$ cat src/rtl/adc_serial_packet_encoder_regs.vh
// constants for the per-channel serial packet encoder
`ifndef ADC_SERIAL_PACKET_ENCODER_REGS_VH
`define ADC_SERIAL_PACKET_ENCODER_REGS_VH

// user pattern byte registers, consecutive addresses
`define USER_PATTERN_BYTE_0 8'h19
`define USER_PATTERN_BYTE_1 8'h1A
`define USER_PATTERN_BYTE_2 8'h1B
`define USER_PATTERN_BYTE_3 8'h1C
`define USER_PATTERN_BYTE_4 8'h1D
`define USER_PATTERN_BYTE_5 8'h1E
`define USER_PATTERN_BYTE_6 8'h1F
`define USER_PATTERN_BYTE_7 8'h20
`define USER_PATTERN_RESET 8'h00

// test mode codes
`define TM_OFF 4'h0
`define TM_MIDSCALE 4'h1
`define TM_POS_FULL 4'h2
`define TM_NEG_FULL 4'h3
`define TM_CHECKER 4'h4
`define TM_PN_LONG 4'h5
`define TM_PN_SHORT 4'h6
`define TM_TOGGLE 4'h7
`define TM_USER 4'h8

// data format codes
`define FMT_OFFSET 2'h0
`define FMT_TWOS 2'h1
`define FMT_GRAY 2'h2

// scrambler select and coverage codes
`define SCR_NONE 2'h0
`define SCR_LONG 2'h1
`define SCR_SHORT 2'h2
`define SCR_INVERT 2'h3
`define COVER_64 2'h0
`define COVER_56 2'h1
`define COVER_48 2'h2

// packet geometry and timing
`define SAMPLE_W 12
`define PATTERN_W 14
`define HEADER_BITS 6'h08
`define DATA_END 6'h38
`define BIT_RATE_PER_SAMPLE 16
`define LAST_BIT_OF_SAMPLE 4'hF

// fixed pattern words, left aligned on 14 bits
`define PAT_MIDSCALE 14'h2000
`define PAT_ALL_ONES 14'h3FFF
`define PAT_CHECKER_A 14'h2AAA
`define PAT_CHECKER_B 14'h1555

// pseudorandom seeds
`define PN_SHORT_SEED 9'h0DF
`define PN_LONG_SEED 23'h29B80A

`endif

$ cat src/rtl/adc_serial_packet_encoder.v
// serial packet encoder: patterns, format, ecc, scramblers, sample fifo
//
// How it works
// - mode 0 sends conversions; 1,2,3 repeat midscale, +full, -full scale.
// - mode 4 alternates 0xAAA/0x555; mode 7 alternates all ones/zeros.
// - checkerboard, toggle and user pattern skip format conversion; other patterns use it.
// - fixed patterns (not pseudorandom or user) can be built at word lengths 8 to 14.
// - user pattern comes from eight writable bytes at user_pattern_byte_0 to user_pattern_byte_7.
// - one control bit inverts the serial output, apart from bit order.
// - samples go MSB first by default, LSB first on request.
// - mode 6 sends the 2^9-1 pseudorandom sequence, period 511 bits.
// - short sequence seeded 0x0df; first samples 0xdf9, 0x353, 0x301.
// - mode 5 sends the inverted 2^23-1 pseudorandom sequence.
// - long sequence seeded 0x29b80a; first samples 0x591, 0xfd7, 0x0a3.
// - packet is 8 header bits, four 12-bit samples, 8 ecc bits.
// - one bit per bit time, sixteen per sample, one packet per four.
// - ecc is an eight-bit Hamming code; its top bit is always 0.
// - six low ecc bits are XORs of header and data bit subsets.
// - seventh ecc bit is parity over packet including six Hamming bits.
// - ecc bits sit together at packet end, after header and data.
// - scramblers: x^58+x^39+1, x^7+x^6+1, or static bit inverter.
// - polynomial scramblers cover 64, 56 or 48 bits; always step 64.
// - static inverter flips its positions in every packet, always.
// - format defaults to offset binary; twos complement or gray selectable.
`timescale 1ns/1ps
`include "adc_serial_packet_encoder_regs.vh"

////////////////////////////////////////////////////////////////////////////
module sample_fifo #(
  parameter WIDTH = 12,
  parameter DEPTH = 8,
  parameter AW = 3
) (
  input wire ref_clk,
  input wire reset_n,
  input wire [WIDTH-1:0] inData,
  input wire inValid,
  output reg inReady,
  output wire [WIDTH-1:0] outData,
  output reg outValid,
  input wire outReady
);
  reg [WIDTH-1:0] mem [0:DEPTH-1];
  reg [AW-1:0] wrPtr_q;
  reg [AW-1:0] rdPtr_q;
  reg [AW:0] count_q;
  reg [AW:0] count_d;
  wire push;
  wire pop;

  assign push = inValid && inReady;
  assign pop = outValid && outReady;
  assign outData = mem[rdPtr_q];

  always @*
  begin
    count_d = count_q;
    if (push && !pop)
      count_d = count_q + 1'b1;
    else if (pop && !push)
      count_d = count_q - 1'b1;
  end

  // full and empty are registered so the ready/valid outputs are flops
  always @(posedge ref_clk)
  begin
    if (!reset_n)
    begin
      wrPtr_q <= {AW{1'b0}};
      rdPtr_q <= {AW{1'b0}};
      count_q <= {(AW+1){1'b0}};
      inReady <= 1'b0;
      outValid <= 1'b0;
    end
    else
    begin
      if (push)
        wrPtr_q <= (wrPtr_q == DEPTH - 1) ? {AW{1'b0}} : wrPtr_q + 1'b1;
      if (pop)
        rdPtr_q <= (rdPtr_q == DEPTH - 1) ? {AW{1'b0}} : rdPtr_q + 1'b1;
      count_q <= count_d;
      inReady <= (count_d != DEPTH);
      outValid <= (count_d != {(AW+1){1'b0}});
    end
  end

  always @(posedge ref_clk)
  begin
    if (push)
      mem[wrPtr_q] <= inData;
  end
endmodule

////////////////////////////////////////////////////////////////////////////
module adc_serial_packet_encoder #(
  parameter [63:0] INV_MASK = 64'h00FF_0F0F_0F0F_0F00,
  parameter FIFO_DEPTH = 8,
  parameter FIFO_AW = 3
) (
  input wire ref_clk,
  input wire reset_n,
  input wire [11:0] sampleIn,
  input wire sampleValid,
  output wire sampleReady,
  input wire [7:0] headerByte,
  input wire [3:0] testMode,
  input wire [3:0] wordLen,
  input wire [1:0] dataFormat,
  input wire lsbFirst,
  input wire invertOut,
  input wire [1:0] scrambleSel,
  input wire [1:0] scrambleCover,
  input wire regWrEn,
  input wire [7:0] regAddr,
  input wire [7:0] regWrData,
  output reg [7:0] regRdData,
  output reg serialOut,
  output reg packetStart
);
  reg [5:0] bitCnt_q;
  reg [7:0] userPat_q [0:7];
  reg [11:0] slot_q [0:3];
  reg [11:0] lastRaw_q;
  reg [8:0] pnShort_q;
  reg [22:0] pnLong_q;
  reg [63:0] pkt_q;
  reg [57:0] scrLong_q;
  reg [6:0] scrShort_q;
  wire [11:0] fifoData;
  wire fifoValid;
  wire sampleTick;
  wire [1:0] slotIdx;
  wire [20:0] pnShortNext;
  wire [34:0] pnLongNext;
  wire [2:0] userIdx;
  wire userHit;
  wire [5:0] pos;
  reg [11:0] raw;
  reg [11:0] word;
  reg [55:0] body;
  reg inCover;
  reg txBit;
  reg longBit;
  reg shortBit;
  integer k;
  integer m;

  //////////////////////////////////////////////////////////////////////////
  // functions

  // step the short generator 12 times; returns {word, next state}
  function [20:0] pnShortWord;
    input [8:0] s;
    integer i;
    reg [8:0] st;
    reg [11:0] w;
    begin
      st = s;
      w = 12'h000;
      for (i = 0; i < 12; i = i + 1)
      begin
        w = {w[10:0], st[7]};
        st = {st[7:0], st[8] ^ st[4]};
      end
      pnShortWord = {w, st};
    end
  endfunction

  // long generator, output inverted against the standard stream
  function [34:0] pnLongWord;
    input [22:0] s;
    integer i;
    reg [22:0] st;
    reg [11:0] w;
    begin
      st = s;
      w = 12'h000;
      for (i = 0; i < 12; i = i + 1)
      begin
        w = {w[10:0], ~st[21]};
        st = {st[21:0], st[22] ^ st[17]};
      end
      pnLongWord = {w, st};
    end
  endfunction

  // fixed pattern at a word length, left aligned, then cut to 12 bits
  function [11:0] patWord;
    input [3:0] mode;
    input odd;
    input [3:0] len;
    reg [13:0] keep;
    reg [13:0] p;
    begin
      keep = ~(`PAT_ALL_ONES >> len);
      case (mode)
        `TM_MIDSCALE: p = `PAT_MIDSCALE;
        `TM_POS_FULL: p = `PAT_ALL_ONES;
        `TM_CHECKER: p = odd ? `PAT_CHECKER_B : `PAT_CHECKER_A;
        `TM_TOGGLE: p = odd ? 14'h0000 : `PAT_ALL_ONES;
        default: p = 14'h0000;
      endcase
      p = p & keep;
      patWord = p[13:2];
    end
  endfunction

  function [11:0] fmtWord;
    input [11:0] w;
    input [1:0] f;
    begin
      case (f)
        `FMT_TWOS: fmtWord = {~w[11], w[10:0]};
        `FMT_GRAY: fmtWord = w ^ {1'b0, w[11:1]};
        default: fmtWord = w;
      endcase
    end
  endfunction

  function [11:0] rev12;
    input [11:0] w;
    integer i;
    begin
      for (i = 0; i < 12; i = i + 1)
        rev12[i] = w[11 - i];
    end
  endfunction

  // hamming over 56 bits laid on codeword positions 63 down to 5,
  // skipping the power-of-two slots; returns {overall parity, p6..p1}
  function [6:0] eccBits;
    input [55:0] d;
    integer i;
    integer posn;
    reg [5:0] p;
    begin
      p = 6'h00;
      posn = 63;
      for (i = 55; i >= 0; i = i - 1)
      begin
        if ((posn & (posn - 1)) == 0)
          posn = posn - 1;
        if (d[i])
          p = p ^ posn[5:0];
        posn = posn - 1;
      end
      eccBits = {(^d) ^ (^p), p};
    end
  endfunction

  //////////////////////////////////////////////////////////////////////////
  // sample buffer and bit timing

  sample_fifo #(
    .WIDTH(`SAMPLE_W),
    .DEPTH(FIFO_DEPTH),
    .AW(FIFO_AW)
  ) u_fifo (
    .ref_clk(ref_clk),
    .reset_n(reset_n),
    .inData(sampleIn),
    .inValid(sampleValid),
    .inReady(sampleReady),
    .outData(fifoData),
    .outValid(fifoValid),
    .outReady(sampleTick)
  );

  // sample clock is one tick per sixteen bit times
  assign sampleTick = (bitCnt_q[3:0] == `LAST_BIT_OF_SAMPLE);
  assign slotIdx = bitCnt_q[5:4];
  assign pnShortNext = pnShortWord(pnShort_q);
  assign pnLongNext = pnLongWord(pnLong_q);
  assign pos = bitCnt_q - 6'h01;

  always @(posedge ref_clk)
  begin
    if (!reset_n)
      bitCnt_q <= 6'h00;
    else
      bitCnt_q <= bitCnt_q + 6'h01;
  end

  //////////////////////////////////////////////////////////////////////////
  // user pattern registers

  assign userHit = (regAddr >= `USER_PATTERN_BYTE_0) &&
                   (regAddr <= `USER_PATTERN_BYTE_7);
  assign userIdx = regAddr[2:0] - 3'h1;

  always @(posedge ref_clk)
  begin
    if (!reset_n)
    begin
      for (k = 0; k < 8; k = k + 1)
        userPat_q[k] <= `USER_PATTERN_RESET;
      regRdData <= 8'h00;
    end
    else
    begin
      if (regWrEn && userHit)
        userPat_q[userIdx] <= regWrData;
      regRdData <= userHit ? userPat_q[userIdx] : 8'h00;
    end
  end

  //////////////////////////////////////////////////////////////////////////
  // sample source selection

  always @*
  begin
    raw = fifoValid ? fifoData : lastRaw_q;
    case (testMode)
      `TM_OFF: word = fmtWord(raw, dataFormat);
      `TM_MIDSCALE, `TM_POS_FULL, `TM_NEG_FULL:
        word = fmtWord(patWord(testMode, slotIdx[0], wordLen),
                       dataFormat);
      `TM_CHECKER, `TM_TOGGLE:
        word = patWord(testMode, slotIdx[0], wordLen);
      `TM_PN_LONG: word = fmtWord(pnLongNext[34:23], dataFormat);
      `TM_PN_SHORT: word = fmtWord(pnShortNext[20:9], dataFormat);
      `TM_USER: word = {userPat_q[{slotIdx, 1'b0}],
                        userPat_q[{slotIdx, 1'b1}][7:4]};
      default: word = 12'h000;
    endcase
    if (lsbFirst)
      word = rev12(word);
  end

  // an empty buffer repeats the last sample rather than stalling the link
  always @(posedge ref_clk)
  begin
    if (!reset_n)
    begin
      lastRaw_q <= 12'h000;
      pnShort_q <= `PN_SHORT_SEED;
      pnLong_q <= `PN_LONG_SEED;
      for (m = 0; m < 4; m = m + 1)
        slot_q[m] <= 12'h000;
    end
    else
    begin
      if (testMode != `TM_PN_SHORT)
        pnShort_q <= `PN_SHORT_SEED;
      else if (sampleTick)
        pnShort_q <= pnShortNext[8:0];
      if (testMode != `TM_PN_LONG)
        pnLong_q <= `PN_LONG_SEED;
      else if (sampleTick)
        pnLong_q <= pnLongNext[22:0];
      if (sampleTick)
      begin
        lastRaw_q <= raw;
        slot_q[slotIdx] <= word;
      end
    end
  end

  //////////////////////////////////////////////////////////////////////////
  // packet assembly and serial output

  always @*
  begin
    body = {headerByte, slot_q[0], slot_q[1], slot_q[2], slot_q[3]};
    case (scrambleCover)
      `COVER_56: inCover = (pos < `DATA_END);
      `COVER_48: inCover = (pos >= `HEADER_BITS) && (pos < `DATA_END);
      default: inCover = 1'b1;
    endcase
    longBit = pkt_q[63];
    shortBit = pkt_q[63];
    if (inCover)
    begin
      longBit = pkt_q[63] ^ scrLong_q[57] ^ scrLong_q[38];
      shortBit = pkt_q[63] ^ scrShort_q[6] ^ scrShort_q[5];
    end
    case (scrambleSel)
      `SCR_LONG: txBit = longBit;
      `SCR_SHORT: txBit = shortBit;
      `SCR_INVERT: txBit = pkt_q[63] ^ INV_MASK[~pos];
      default: txBit = pkt_q[63];
    endcase
  end

  // the scrambler sits after the ecc so the receiver checks clear data
  always @(posedge ref_clk)
  begin
    if (!reset_n)
    begin
      pkt_q <= 64'h0000_0000_0000_0000;
      scrLong_q <= {58{1'b0}};
      scrShort_q <= 7'h00;
      serialOut <= 1'b0;
      packetStart <= 1'b0;
    end
    else
    begin
      if (bitCnt_q == 6'h00)
        pkt_q <= {body, 1'b0, eccBits(body)};
      else
        pkt_q <= {pkt_q[62:0], 1'b0};
      scrLong_q <= {scrLong_q[56:0], longBit};
      scrShort_q <= {scrShort_q[5:0], shortBit};
      serialOut <= txBit ^ invertOut;
      packetStart <= (pos == 6'h00);
    end
  end
endmodule

$ cat config.mk
export PLATFORM = sky130hd
export DESIGN_NAME = adc_serial_packet_encoder
export DESIGN_NICKNAME = d
export VERILOG_FILES = /design/src/rtl/adc_serial_packet_encoder.v
export VERILOG_INCLUDE_DIRS = /design/src /design/src/rtl
export SDC_FILE = /design/constraint.sdc
export NUM_CORES = 1
export LEC_CHECK = 0
export BUFFER_PORTS_ARGS = -buffer_cell sky130_fd_sc_hd__buf_2
export CAP_MARGIN = 20
export CORE_MARGIN = 1.5
export CORE_UTILIZATION = 39
export DETAILED_ROUTE_END_ITERATION = 12
export PLACE_DENSITY = 0.54
export SYNTH_ARGS = -nofsm -noshare
export SYNTH_HDL_FRONTEND = slang
export SYNTH_HIERARCHICAL = 1
export SYNTH_SLANG_ARGS = --single-unit
$ cat constraint.sdc
create_clock -name ref_clk -period 3.9 [get_ports ref_clk]
set_input_delay 0.39 -clock ref_clk [delete_from_list [all_inputs] [get_ports ref_clk]]
set_output_delay 0.39 -clock ref_clk [all_outputs]
set_load 0.005 [all_outputs]
==> results by group, run 1 <==
Worst setup path
  – CP Class: flip-flop to flip-flop
  – CP required: 4.19 ns
  – Critical path arrival: 4.05 ns
  – Startpoint types: flip-flop
  – Crit path max fanout: 14
  – CP Cell Sequence: buf_4, mux4_2, mux2_2, mux2i_1, nor2_1, a31oi_1, o22ai_1, a2111oi_0, nor2b_1, nor3_1
  – CP max-delay cell: a2111oi_0
  – Crit end category: flip-flop
  – Max stage delay on crit path: 0.78 ns

Detailed routing
  – Drt first pass iters: 8
  – ANT nets after route: 0
  – Routed WL: 48070 um
  – Initial DRC count: 989
  – Vias/cell: 5.256
  – DR DRC count: 0
  – Via count: ~13000
  – Drt wl/cell: 19.53 um

Synthesis
  – Async SR Flop Fraction: 0
  – Netlist cell types: 79
  – Synth Flop Type: edfxtp_1
  – Syn nets: 1828
  – Post-synth EDFFs: 208
  – Synth Cell Area: about 19000 sq um
  – Post-synthesis average cell area: 10.87 sq um
  – Cells after synthesis: about 1800
  – Register area share after synthesis: 0.5407
  – Synth Register Bits: between 400 and 500
  – Yosys top cell by area: edfxtp_1
  – Top cells by area, synth: edfxtp_1, dfxtp_1, xnor2_1
  – Yosys Warn Count: 6
  – Share of the synthesized area in the top cell type: 0.3270

Timing
  – Clock skew: approximately 0.028 ns
  – Fmax: 265.7 MHz
  – Tcrit/Tclk final: 0.9651
  – TNS Setup: 0 ns
  – Final number of hold-violating endpoints: 0
  – Fin crit period: 3.764 ns
  – Slew Viols, Final: 0
  – Max-slew headroom: 0.3309
  – RSZ-0062 raised after global routing: no
  – # setup viols final: 0
  – Actual slew at the worst max-slew pin: 0.9784 ns

Power and ir drop
  – Lkg Pwr: 7.907 nW
  – Sw frac: 0.2455
  – Max VDD drop: 380.7 uV
  – Combinational Power Share: 0.123
  – Pwr per Cell Area: 481.8 nW/um^2
  – Sequential share of power: 0.457
  – Int Pwr: slightly below 8 mW
  – P_sw: 2.567 mW
  – Clock network fraction of total power: 0.421

Floorplan
  – Core Rows: 80
  – I/O pin count: 67
  – Die area: 50320 sq um
  – Core ar.: 48050 sq um
  – Die Span Y: 224.3 um
  – Die width: 224.3 um
  – Initial core utilization: 0.3976

Final layout
  – NumNets Final: 1879
  – Layout cells sized above 1: 0.1480
  – Fin util: 0.4518
  – Cell area after layout: 21710 sq um
  – Layout area overhead: 13.62%

Placed design
  – HPWL after DPL: 33050 um
  – Port Buffers: 66
  – Routability-driven placement congestion ratio: 0.8892
  – DP Area: 20160 sq um

CTS
  – Root Buffer: clkbuf_16
  – Post-CTS setup buffers: 0
  – Clock Latency Late Sink: around 0.58 ns
  – H-tree levels: 2
  – Hold-fix buffers, CTS: 0
  – PostCTS Resize Cnt: 0
  – Clk sinks: slightly above 400
  – CTS tree: yes
  – Clk slew on worst S/H paths: 0.06 ns
  – Clock Tree Buf Depth: 3
  – Cts bufs inserted: between 40 and 50

Global routing
  – GRT Util Overall: 0.1949
  – GRT overflow: 0
  – Global-route wire length before repair: 75530 um
  – Largest net degree at the start of global routing: 58
  – Vias in the first global route: 12880
  – Initial antenna violation count: 3

Hold path
  – Hold Path Class: input pin to flip-flop

Status
  – Status: completed

Flow run
  – Max Cap Viol: 0
## metal layers
metal,part of all wire,global-route usage,wire length [um],vias to the layer above
met5,0.00056,0,27,-
met3,0.051,0.03841,2463,72
met2,0.46,0.3078,22130,287
li1,-,-,-,6300
met1,0.46,0.2719,22240,6278
met4,0.025,0.05629,1203,4
## power groups by stage
stage               sequential (mW)  clock (mW)  combinational [mW]
floorplan                      4.83           0               0.985
global placement               4.87           0                1.28
detailed placement             4.87           0                1.30
CTS                            4.78        4.51                1.30
global route                   4.79        4.68                1.43
finish                         4.78        4.40                1.28
## synth_stat cells, drive strengths merged (5+ instances only)
master,instances
xnor2,135
dfxtp,204
a21boi,5
and2,138
mux2,21
a22oi,11
a21oi,97
o211ai,15
ha,15
buf,32
mux4,36
nand2,215
xor2,29
mux2i,75
clkbuf,82
nor3,42
nor2b,11
o22ai,31
a211oi,26
nand4,5
o22a,13
a31oi,6
nand3,23
o21ai,30
edfxtp,208
nor2,139
nand2b,14
a2111oi,5
inv,22
and3,5
or2,5
nand3b,5
## placed cells by master, fill, tap and decap left out, drive strengths merged, types with 15 or more instances in the layout
cell / count
o22ai: 31
o21ai: 30
a21oi: 97
mux2: 21
inv: 25
and2: 138
mux4: 36
dfxtp: 204
xnor2: 135
ha: 15
nor2: 139
xor2: 29
clkbuf: 61
mux2i: 75
nand3: 23
buf: 118
nor3: 42
a211oi: 26
nand2: 215
edfxtp: 208
o211ai: 15
## registers in the layout, indices dropped and copies added, names as in the netlist, 3 cells and up, named ones only
signal	cells
userPat_q	64
bitCnt_q	6
u_fifo/count_q	4
u_fifo/mem	96
u_fifo/rdPtr_q	3
regRdData	8
pnShort_q	9
u_fifo/wrPtr_q	3
pnLong_q	23
scrLong_q	58
lastRaw_q	12
pkt_q	64
slot_q	48
scrShort_q	7
## critical path, delay by kind of cell, from the launching register on
| kind | cells | cell delay, ns |
|---|---|---|
| AOI/OAI and AO/OA | 3 | 1.11 |
| buffers and inverters | 1 | 0.29 |
| DFF | 1 | 0.33 |
| muxes | 3 | 1.25 |
| and+or+nand+nor | 3 | 0.50 |
## area by class of cell
| cell class | instances | area, sq um |
|---|---|---|
| timing repair buffer | 118 | 718.2 |
| clock inverter | 23 | 252.7 |
| clock buffer | 61 | 1289 |
| multi-input combinational | 1208 | 8255 |
| antenna | 2 | 5.005 |
| fill | 4503 | 26340 |
| sequential | 412 | 10330 |
| inverter | 23 | 86.33 |
| tap | 615 | 769.5 |
## stage by stage
stage	total power, mW	setup WS (ns)	hold slack (ns)	instances
floorplan	5.815	0.6424	0.4119	1757
global placement	6.149	0.3536	0.4148	2375
detailed placement	6.165	0.2619	0.4169	2376
CTS	10.58	0.2433	0.04023	2460
global route	10.90	0.007469	0.07442	2461
finish	10.46	0.1361	0.07222	2462
## final timing paths
path              startpoint            to  slack (ns)  cells after the start
setup / recovery   flip-flop  slot_q[2][9]        0.14                     10
hold / removal     invertOut     serialOut        0.07                      3
setup reg to reg   flip-flop  slot_q[2][9]        0.14                     10
hold reg to reg    pkt_q[33]     pkt_q[34]        0.42                      2
## cell families (layout without fill, tap and decap cells)
logic type / Yosys count / in the layout / synth area share
multiplexers: 132 / 132 / 0.09412
AND/OR/NAND/NOR: 622 / 622 / 0.1559
flip-flops: 412 / 412 / 0.5407
adder cells (fa/ha/maj): 15 / 15 / 0.009824
other: 0 / 2 / 0
buffers and inverters: 137 / 225 / 0.02888
XOR/XNOR: 164 / 164 / 0.07558
AO/OA/AOI/OAI: 275 / 275 / 0.09491
Power figures use the tool's default switching activity.
==> run 2, diff against run 1 <==
--- a/config.mk
+++ b/config.mk
@@ -9,10 +9,9 @@
 export BUFFER_PORTS_ARGS = -buffer_cell sky130_fd_sc_hd__buf_2
 export CAP_MARGIN = 20
 export CORE_MARGIN = 1.5
-export CORE_UTILIZATION = 39
+export CORE_UTILIZATION = 60
 export DETAILED_ROUTE_END_ITERATION = 12
-export PLACE_DENSITY = 0.54
+export PLACE_DENSITY = 0.78
 export SYNTH_ARGS = -nofsm -noshare
 export SYNTH_HDL_FRONTEND = slang
-export SYNTH_HIERARCHICAL = 1
 export SYNTH_SLANG_ARGS = --single-unit
==> run 2 against run 1 <==
  * Flip-flop and latch count is the same
  * Synthesized cell count shrank 1.1%
  * Non-clock buffer count shrank 5
  * Critical path type unchanged
  * Critical endpoint is now slot_q[1][8]
==> results by group, run 2 <==
Status
  – Status: completed (unchanged)

Final layout
  – Commonest non-fill, non-tap cell in the layout: nand2_1 (unchanged)
  – Largest reg by FF count: u_fifo.mem (was u_fifo/mem)
  – Fin util: 0.6819 (was 0.4518)
  – Max FFs per register: 96 (unchanged)
  – Largest regs: u_fifo.mem: 96 flops, pkt_q: 64 flops, userPat_q: 64 flops (was u_fifo/mem: 96 flops, pkt_q: 64 flops, userPat_q: 64 flops)
  – Most frequent cells in the layout: nand2_1, edfxtp_1, dfxtp_1 (unchanged)
  – Final Instance Count excl. Fillers: 2214 (was 2462)
  – Layout area overhead: 11.85% (was 13.62%)
  – NumNets Final: 1852 (was 1879)
  – Cell area after layout: 20910 sq um (was 21710 sq um)
  – Layout cells sized above 1: 0.1341 (was 0.1480)

CTS
  – PostCTS Resize Cnt: 0 (unchanged)
  – Clk sinks: 412 (unchanged)
  – Clock Tree Buf Depth: 3 (unchanged)
  – Root Buffer: clkbuf_16 (unchanged)
  – Clk slew on worst S/H paths: 0.06 ns (about the same)
  – Clock Latency Late Sink: 0.54 ns (was 0.58 ns)
  – Cts bufs inserted: 41 (was 45)
  – Post-CTS setup buffers: 0 (unchanged)
  – Hold-fix buffers, CTS: 0 (unchanged)
  – CTS tree: yes (unchanged)
  – H-tree levels: 2 (unchanged)

Hold path
  – Hold Path Class: input pin to flip-flop (unchanged)

Power and ir drop
  – Pwr per Cell Area: 502.4 nW/um^2 (was 481.8 nW/um^2)
  – Combinational Power Share: 0.148 (was 0.123)
  – Clock network fraction of total power: 0.389 (was 0.421)
  – Lkg Pwr: 7.611 nW (was 7.907 nW)
  – P_sw: 2.632 mW (was 2.567 mW)
  – Final Power: 10.51 mW (was 10.46 mW)
  – Sw frac: 0.2505 (was 0.2455)
  – Int Pwr: 7.875 mW (was 7.890 mW)
  – Max VDD drop: 388.0 uV (was 380.7 uV)
  – Sequential share of power: 0.463 (was 0.457)

Timing
  – Max-slew headroom: 0.3667 (was 0.3309)
  – Hold WS: 0.1116 ns (was 0.07222 ns)
  – Tcrit/Tclk final: 0.8510 (was 0.9651)
  – Fmax: 301.3 MHz (was 265.7 MHz)
  – # setup viols final: 0 (unchanged)
  – TNS Setup: 0 ns (unchanged)
  – Final worst slack: 0.5812 ns (was 0.1361 ns)
  – Clock skew: 0.02113 ns (was 0.02791 ns)
  – RSZ-0062 raised after global routing: no (unchanged)
  – Fin crit period: 3.319 ns (was 3.764 ns)
  – Slew Viols, Final: 0 (unchanged)
  – Actual slew at the worst max-slew pin: 0.9478 ns (was 0.9784 ns)
  – Final number of hold-violating endpoints: 0 (unchanged)

Synthesis
  – Most common cell in the netlist: nand2_1 (unchanged)
  – Yosys top cell by area: edfxtp_1 (unchanged)
  – Synth Cell Area: 18700 sq um (was 19100 sq um)
  – Synth Flop Type: edfxtp_1 (unchanged)
  – Synth Register Bits: 412 (unchanged)
  – Cells after synthesis: 1737 (was 1757)
  – Top cells by area, synth: edfxtp_1, dfxtp_1, xnor2_1 (unchanged)
  – Register area share after synthesis: 0.5525 (was 0.5407)
  – Yosys Warn Count: 0 (was 6)
  – Post-synth top cells: nand2_1, edfxtp_1, dfxtp_1, nor2_1, and2_1 (unchanged)
  – Share of the synthesized area in the top cell type: 0.3340 (was 0.3270)
  – Post-synth EDFFs: 208 (unchanged)
  – Netlist cell types: 69 (was 79)
  – Syn nets: 1808 (was 1828)
  – Post-synthesis average cell area: 10.76 sq um (was 10.87 sq um)
  – Async SR Flop Fraction: 0 (unchanged)

Placed design
  – HPWL after DPL: 28350 um (was 33050 um)
  – Port Buffers: 66 (unchanged)
  – Placed cells: 2134 (was 2376)
  – DP Area: 19470 sq um (was 20160 sq um)
  – Routability-driven placement congestion ratio: 0.9325 (was 0.8892)
  – Pre-CTS setup slack: 0.5304 ns (was 0.2619 ns)

Detailed routing
  – ANT nets after route: 0 (unchanged)
  – Initial DRC count: 1125 (was 989)
  – Drt first pass iters: 7 (was 8)
  – Via count: 12920 (was 12940)
  – DR DRC count: 0 (unchanged)
  – Drt wl/cell: 18.97 um (was 19.53 um)
  – Vias/cell: 5.834 (was 5.256)
  – Routed WL: 42000 um (was 48070 um)

Floorplan
  – Core Rows: 64 (was 80)
  – Core ar.: 30670 sq um (was 48050 sq um)
  – I/O pin count: 67 (unchanged)
  – Die Span Y: 179.5 um (was 224.3 um)
  – Die width: 179.5 um (was 224.3 um)
  – Initial core utilization: 0.6097 (was 0.3976)
  – Die area: 32230 sq um (was 50320 sq um)

Worst setup path
  – Crit path max-delay family: multiplexers (unchanged)
  – CP Class: flip-flop to flip-flop (unchanged)
  – CP Cell Sequence: buf_4, mux4_2, mux2i_1, nand2_1, o21ai_1, nor2_1, a311oi_1, o221ai_1, mux2i_1, nor2_1 (was buf_4, mux4_2, mux2_2, mux2i_1, nor2_1, a31oi_1, o22ai_1, a2111oi_0, nor2b_1, nor3_1)
  – Startpoint types: flip-flop (unchanged)
  – Critical path arrival: 3.59 ns (was 4.05 ns)
  – Buf+Inv Stages, Crit Path: 1 (unchanged)
  – Crit path max fanout: 12 (was 14)
  – Crit end category: flip-flop (unchanged)
  – CP required: 4.17 ns (was 4.19 ns)
  – Max stage delay on crit path: 0.71 ns (was 0.78 ns)
  – CP max-delay cell: dfxtp_1 (was a2111oi_0)

Global routing
  – GRT overflow: 0 (unchanged)
  – Global-route wire length before repair: 66520 um (was 75530 um)
  – Initial antenna violation count: 8 (was 3)
  – Largest net degree at the start of global routing: 69 (was 58)
  – GRT Util Overall: 0.2574 (was 0.1949)
  – Vias in the first global route: 12450 (was 12880)

Flow run
  – Max Cap Viol: 0 (unchanged)
run 2: cells by family (layout without fill, tap and decap cells):
logic type / Yosys count / count (layout) / synth area share
buf+inv: 134 / 209 / 0.02964
mux: 97 / 97 / 0.07689
simple gates: 611 / 611 / 0.1524
fa+ha+maj: 15 / 15 / 0.01004
flops: 412 / 412 / 0.5525
xor+xnor: 168 / 168 / 0.08258
compound gates: 300 / 300 / 0.09603
other cells: 0 / 6 / 0
run 2: path summary, 6_finish.rpt:
kind,from,endpoint,slack [ns],depth (start not counted)
max,flip-flop,slot_q[1][8],0.58,10
min,headerByte[4],pkt_q[60],0.11,3
max reg2reg,flip-flop,slot_q[1][8],0.58,10
min reg2reg,scrLong_q[11],scrLong_q[12],0.43,1
run 2: routing by layer:
layer  vias to the layer above  track usage  share of wire
li1                       6138            -              -
met1                      6179       0.3510           0.42
met2                       490       0.4146           0.48
met3                       108      0.04639          0.068
met4                         2      0.09367          0.032
met5                         -            0        0.00031
run 2: cell type report:
class | instances | area, sq um
clock buffers | 63 | 1292
well taps | 396 | 495.5
fillers | 2237 | 9756
inverters | 22 | 82.58
flip-flops and latches | 412 | 10330
repair buffers | 113 | 695.7
diodes | 6 | 15.01
multi-input cells | 1191 | 7868
clock inverters | 11 | 135.1
run 2: worst min-delay path: stages:
cell	delay, ns
buf_2	0.11
nand2_1	0.05
a21oi_1	0.05
run 2: power by group through the flow:
| stage | sequential, mW | combinational [mW] | clock (mW) |
|---|---|---|---|
| CTS | 4.86 | 1.56 | 4.13 |
| global route | 4.88 | 1.70 | 4.31 |
| floorplan | 4.88 | 1.24 | 0 |
| detailed placement | 4.95 | 1.55 | 0 |
| global placement | 4.94 | 1.52 | 0 |
| finish | 4.87 | 1.56 | 4.08 |
==> run 3, diff against run 2 <==
--- a/config.mk
+++ b/config.mk
@@ -10,6 +10,7 @@
 export CAP_MARGIN = 20
 export CORE_MARGIN = 1.5
 export CORE_UTILIZATION = 60
+export CTS_BUF_LIST = sky130_fd_sc_hd__clkbuf_4
 export DETAILED_ROUTE_END_ITERATION = 12
 export PLACE_DENSITY = 0.78
 export SYNTH_ARGS = -nofsm -noshare
==> run 3 against run 2 <==
  * Sequential share of layout area fell by 0.36 points
  * Flip-flop and latch count did not move
  * Combinational power barely moved
  * Critical path depth rose by 3
  * Hold slack improved by 0.040 ns
  * Die area did not move
  * Clock skew rose by 0.015 ns
  * Final area rose by 0.74%
  * Non-clock buffer count rose by 31
  * Utilization rose by 0.51 points
  * Clock power fell by 16%
==> results by group, run 3 (synthesis results as in run 2) <==
Status
  – Status: completed (unchanged)

CTS
  – Clk sinks: 412 (unchanged)
  – Post-CTS setup buffers: 0 (unchanged)
  – Clk slew on worst S/H paths: 0.07 ns (was 0.06 ns)
  – Root Buffer: clkbuf_4 (was clkbuf_16)
  – CTS tree: yes (unchanged)
  – Clock Latency Late Sink: 0.76 ns (was 0.54 ns)
  – Clock Tree Buf Depth: 3 (unchanged)
  – Cts bufs inserted: 100 (was 41)
  – H-tree levels: 3 (was 2)

Worst setup path
  – Reg2reg end: serialOut (was slot_q[1][8])
  – Critical path arrival: 4.32 ns (was 3.59 ns)
  – Buf+Inv Stages, Crit Path: 4 (was 1)
  – CP Class: flip-flop to flip-flop (unchanged)
  – Startpoint types: flip-flop (unchanged)
  – CP required: 4.59 ns (was 4.17 ns)
  – Crit end category: flip-flop (unchanged)
  – RR Startpoint: bitCnt_q[4]
  – CP Cell Sequence: buf_6, buf_6, or3_1, a211oi_1, a41o_1, a21oi_1, o21ai_1, xor2_1, a311oi_1, a21oi_1, dlygate4sd3_1, nor3_1, dlygate4sd3_1 (was buf_4, mux4_2, mux2i_1, nand2_1, o21ai_1, nor2_1, a311oi_1, o221ai_1, mux2i_1, nor2_1)
  – Crit path max fanout: 19 (was 12)
  – R2R setup slack: 0.27 ns (was 0.58 ns)
  – Worst reg2reg path depth: 13 (was 10)
  – CP max-delay cell: dlygate4sd3_1 (was dfxtp_1)
  – Max stage delay on crit path: 0.57 ns (was 0.71 ns)
  – Crit path max-delay family: buffers and inverters (was multiplexers)

Global routing
  – Met3 usage: 0.06260 (was 0.04639)
  – Global-route wire length before repair: 66900 um (was 66520 um)
  – Initial antenna violation count: 8 (unchanged)
  – Vias in the first global route: 12980 (was 12450)
  – GRT overflow: 0 (unchanged)
  – Met1 Usage GRT: 0.3393 (was 0.3510)
  – Met2 GRT Util: 0.4174 (was 0.4146)
  – GRT Util Overall: 0.2604 (was 0.2574)
  – Global route hottest layer: met2 (unchanged)
  – Largest net degree at the start of global routing: 69 (unchanged)

Timing
  – Fin crit period: 3.632 ns (was 3.319 ns)
  – Clock skew: 0.03654 ns (was 0.02113 ns)
  – RSZ-0062 raised after global routing: no (unchanged)
  – Tcrit/Tclk final: 0.9314 (was 0.8510)
  – Fmax: 275.3 MHz (was 301.3 MHz)
  – Actual slew at the worst max-slew pin: 0.9406 ns (was 0.9478 ns)
  – # setup viols final: 0 (unchanged)
  – TNS Setup: 0 ns (unchanged)
  – Max-slew headroom: 0.3716 (was 0.3667)
  – Final number of hold-violating endpoints: 0 (unchanged)
  – Slew Viols, Final: 0 (unchanged)

Detailed routing
  – DR DRC count: 0 (unchanged)
  – Initial DRC count: 1031 (was 1125)
  – Via count: 13360 (was 12920)
  – Vias/cell: 5.674 (was 5.834)
  – Drt wl/cell: 17.87 um (was 18.97 um)
  – Drt first pass iters: 5 (was 7)
  – Routed WL: 42060 um (was 42000 um)
  – ANT nets after route: 0 (unchanged)

Flow run
  – Max Cap Viol: 0 (unchanged)

Floorplan
  – Core Rows: 64 (unchanged)
  – Initial core utilization: 0.6097 (unchanged)
  – Die area: 32230 sq um (unchanged)
  – Core ar.: 30670 sq um (unchanged)
  – Die width: 179.5 um (unchanged)
  – I/O pin count: 67 (unchanged)
  – Die Span Y: 179.5 um (unchanged)

Final layout
  – NumNets Final: 1942 (was 1852)
  – Max FFs per register: 96 (unchanged)
  – Layout cells sized above 1: 0.1701 (was 0.1341)
  – Commonest non-fill, non-tap cell in the layout: nand2_1 (unchanged)
  – Largest regs: u_fifo.mem: 96 flops, pkt_q: 64 flops, userPat_q: 64 flops (unchanged)
  – Fillers: 2277 (was 2237)
  – Largest reg by FF count: u_fifo.mem (unchanged)
  – Flip-flop and latch area: 10330 sq um (about the same)
  – Layout area overhead: 12.68% (was 11.85%)
  – Most frequent cells in the layout: nand2_1, edfxtp_1, dfxtp_1 (unchanged)
  – Cell area after layout: 21070 sq um (was 20910 sq um)
  – Multi-input gate area: 7868 sq um (unchanged)

Hold path
  – Hold Path End: regRdData[1] (was pkt_q[60])
  – Hold Path Class: input pin to flip-flop (unchanged)
  – Hold path start: regAddr[7] (was headerByte[4])
  – Hold Path Cell Cnt: 3 (unchanged)

Power and ir drop
  – Max VDD drop: 302.5 uV (was 388.0 uV)
  – Pwr per Cell Area: 467.8 nW/um^2 (was 502.4 nW/um^2)
  – Lkg Pwr: 7.788 nW (was 7.611 nW)

Placed design
  – Routability-driven placement congestion ratio: 0.9325 (unchanged)
  – HPWL after DPL: 28350 um (unchanged)
  – DP Area: 19470 sq um (unchanged)
  – Port Buffers: 66 (unchanged)
-- run 3: through the flow --
step	utilization	instances	power (mW)	worst slack [ns]	hold slack, ns
floorplan	-	1737	6.124	0.9065	0.4119
global placement	0.6349	2134	6.459	0.5183	0.4150
detailed placement	0.6349	2134	6.501	0.5304	0.4192
CTS	0.6862	2348	9.950	0.1872	0.08348
global route	0.6869	2353	10.33	0.01048	0.09883
finish	0.6870	2354	9.856	0.2675	0.1518
-- run 3: worst max-delay path by stage --
stage                  startpoint  slack (ns)  depth (start not counted)         endpoint
finish                bitCnt_q[4]        0.27                         13        serialOut
CTS                   bitCnt_q[5]        0.19                         12        serialOut
global placement    dataFormat[0]        0.52                         13     slot_q[0][6]
global route          bitCnt_q[4]        0.01                         13        serialOut
detailed placement  dataFormat[0]        0.53                         13     slot_q[2][5]
floorplan              regAddr[0]        0.91                         11  userPat_q[4][0]
-- run 3: final cells by class --
type | instances | area share
Clock inverter | 42 | 0.009739
Antenna cell | 6 | 0.0007126
Clock buffer | 141 | 0.05024
Inverter | 22 | 0.003919
Sequential cell | 412 | 0.4904
Timing Repair Buffer | 144 | 0.04810
Tap cell | 396 | 0.02352
Multi-Input combinational cell | 1191 | 0.3734
-- run 3: what timing repair did --
| item | CTS | global route |
|---|---|---|
| resized for setup | 0 | 3 |
| hold endpoints to repair | 169 | 0 |
| hold buffers | 31 | 0 |
| endpoints found under the setup margin | 0 | 1 |
-- run 3: per-layer routing --
metal | vias up | share of wire
met3 | 98 | 0.072
met4 | 2 | 0.031
met1 | 6355 | 0.42
met2 | 497 | 0.48
met5 | - | 0.00031
li1 | 6404 | -
-- run 3: power breakdown --
part	internal, mW	switching, mW
combinational	0.688	0.887
sequential	4.73	0.134
clock	1.75	1.67
-- run 3: worst register-to-register path: cells and delay by family, from the launching register on --
family	cells	cell delay, ns
flip-flops	1	0.45
AND/OR/NAND/NOR	2	0.35
AO/OA/AOI/OAI	6	0.99
XOR/XNOR	1	0.16
buffers and inverters	4	1.59
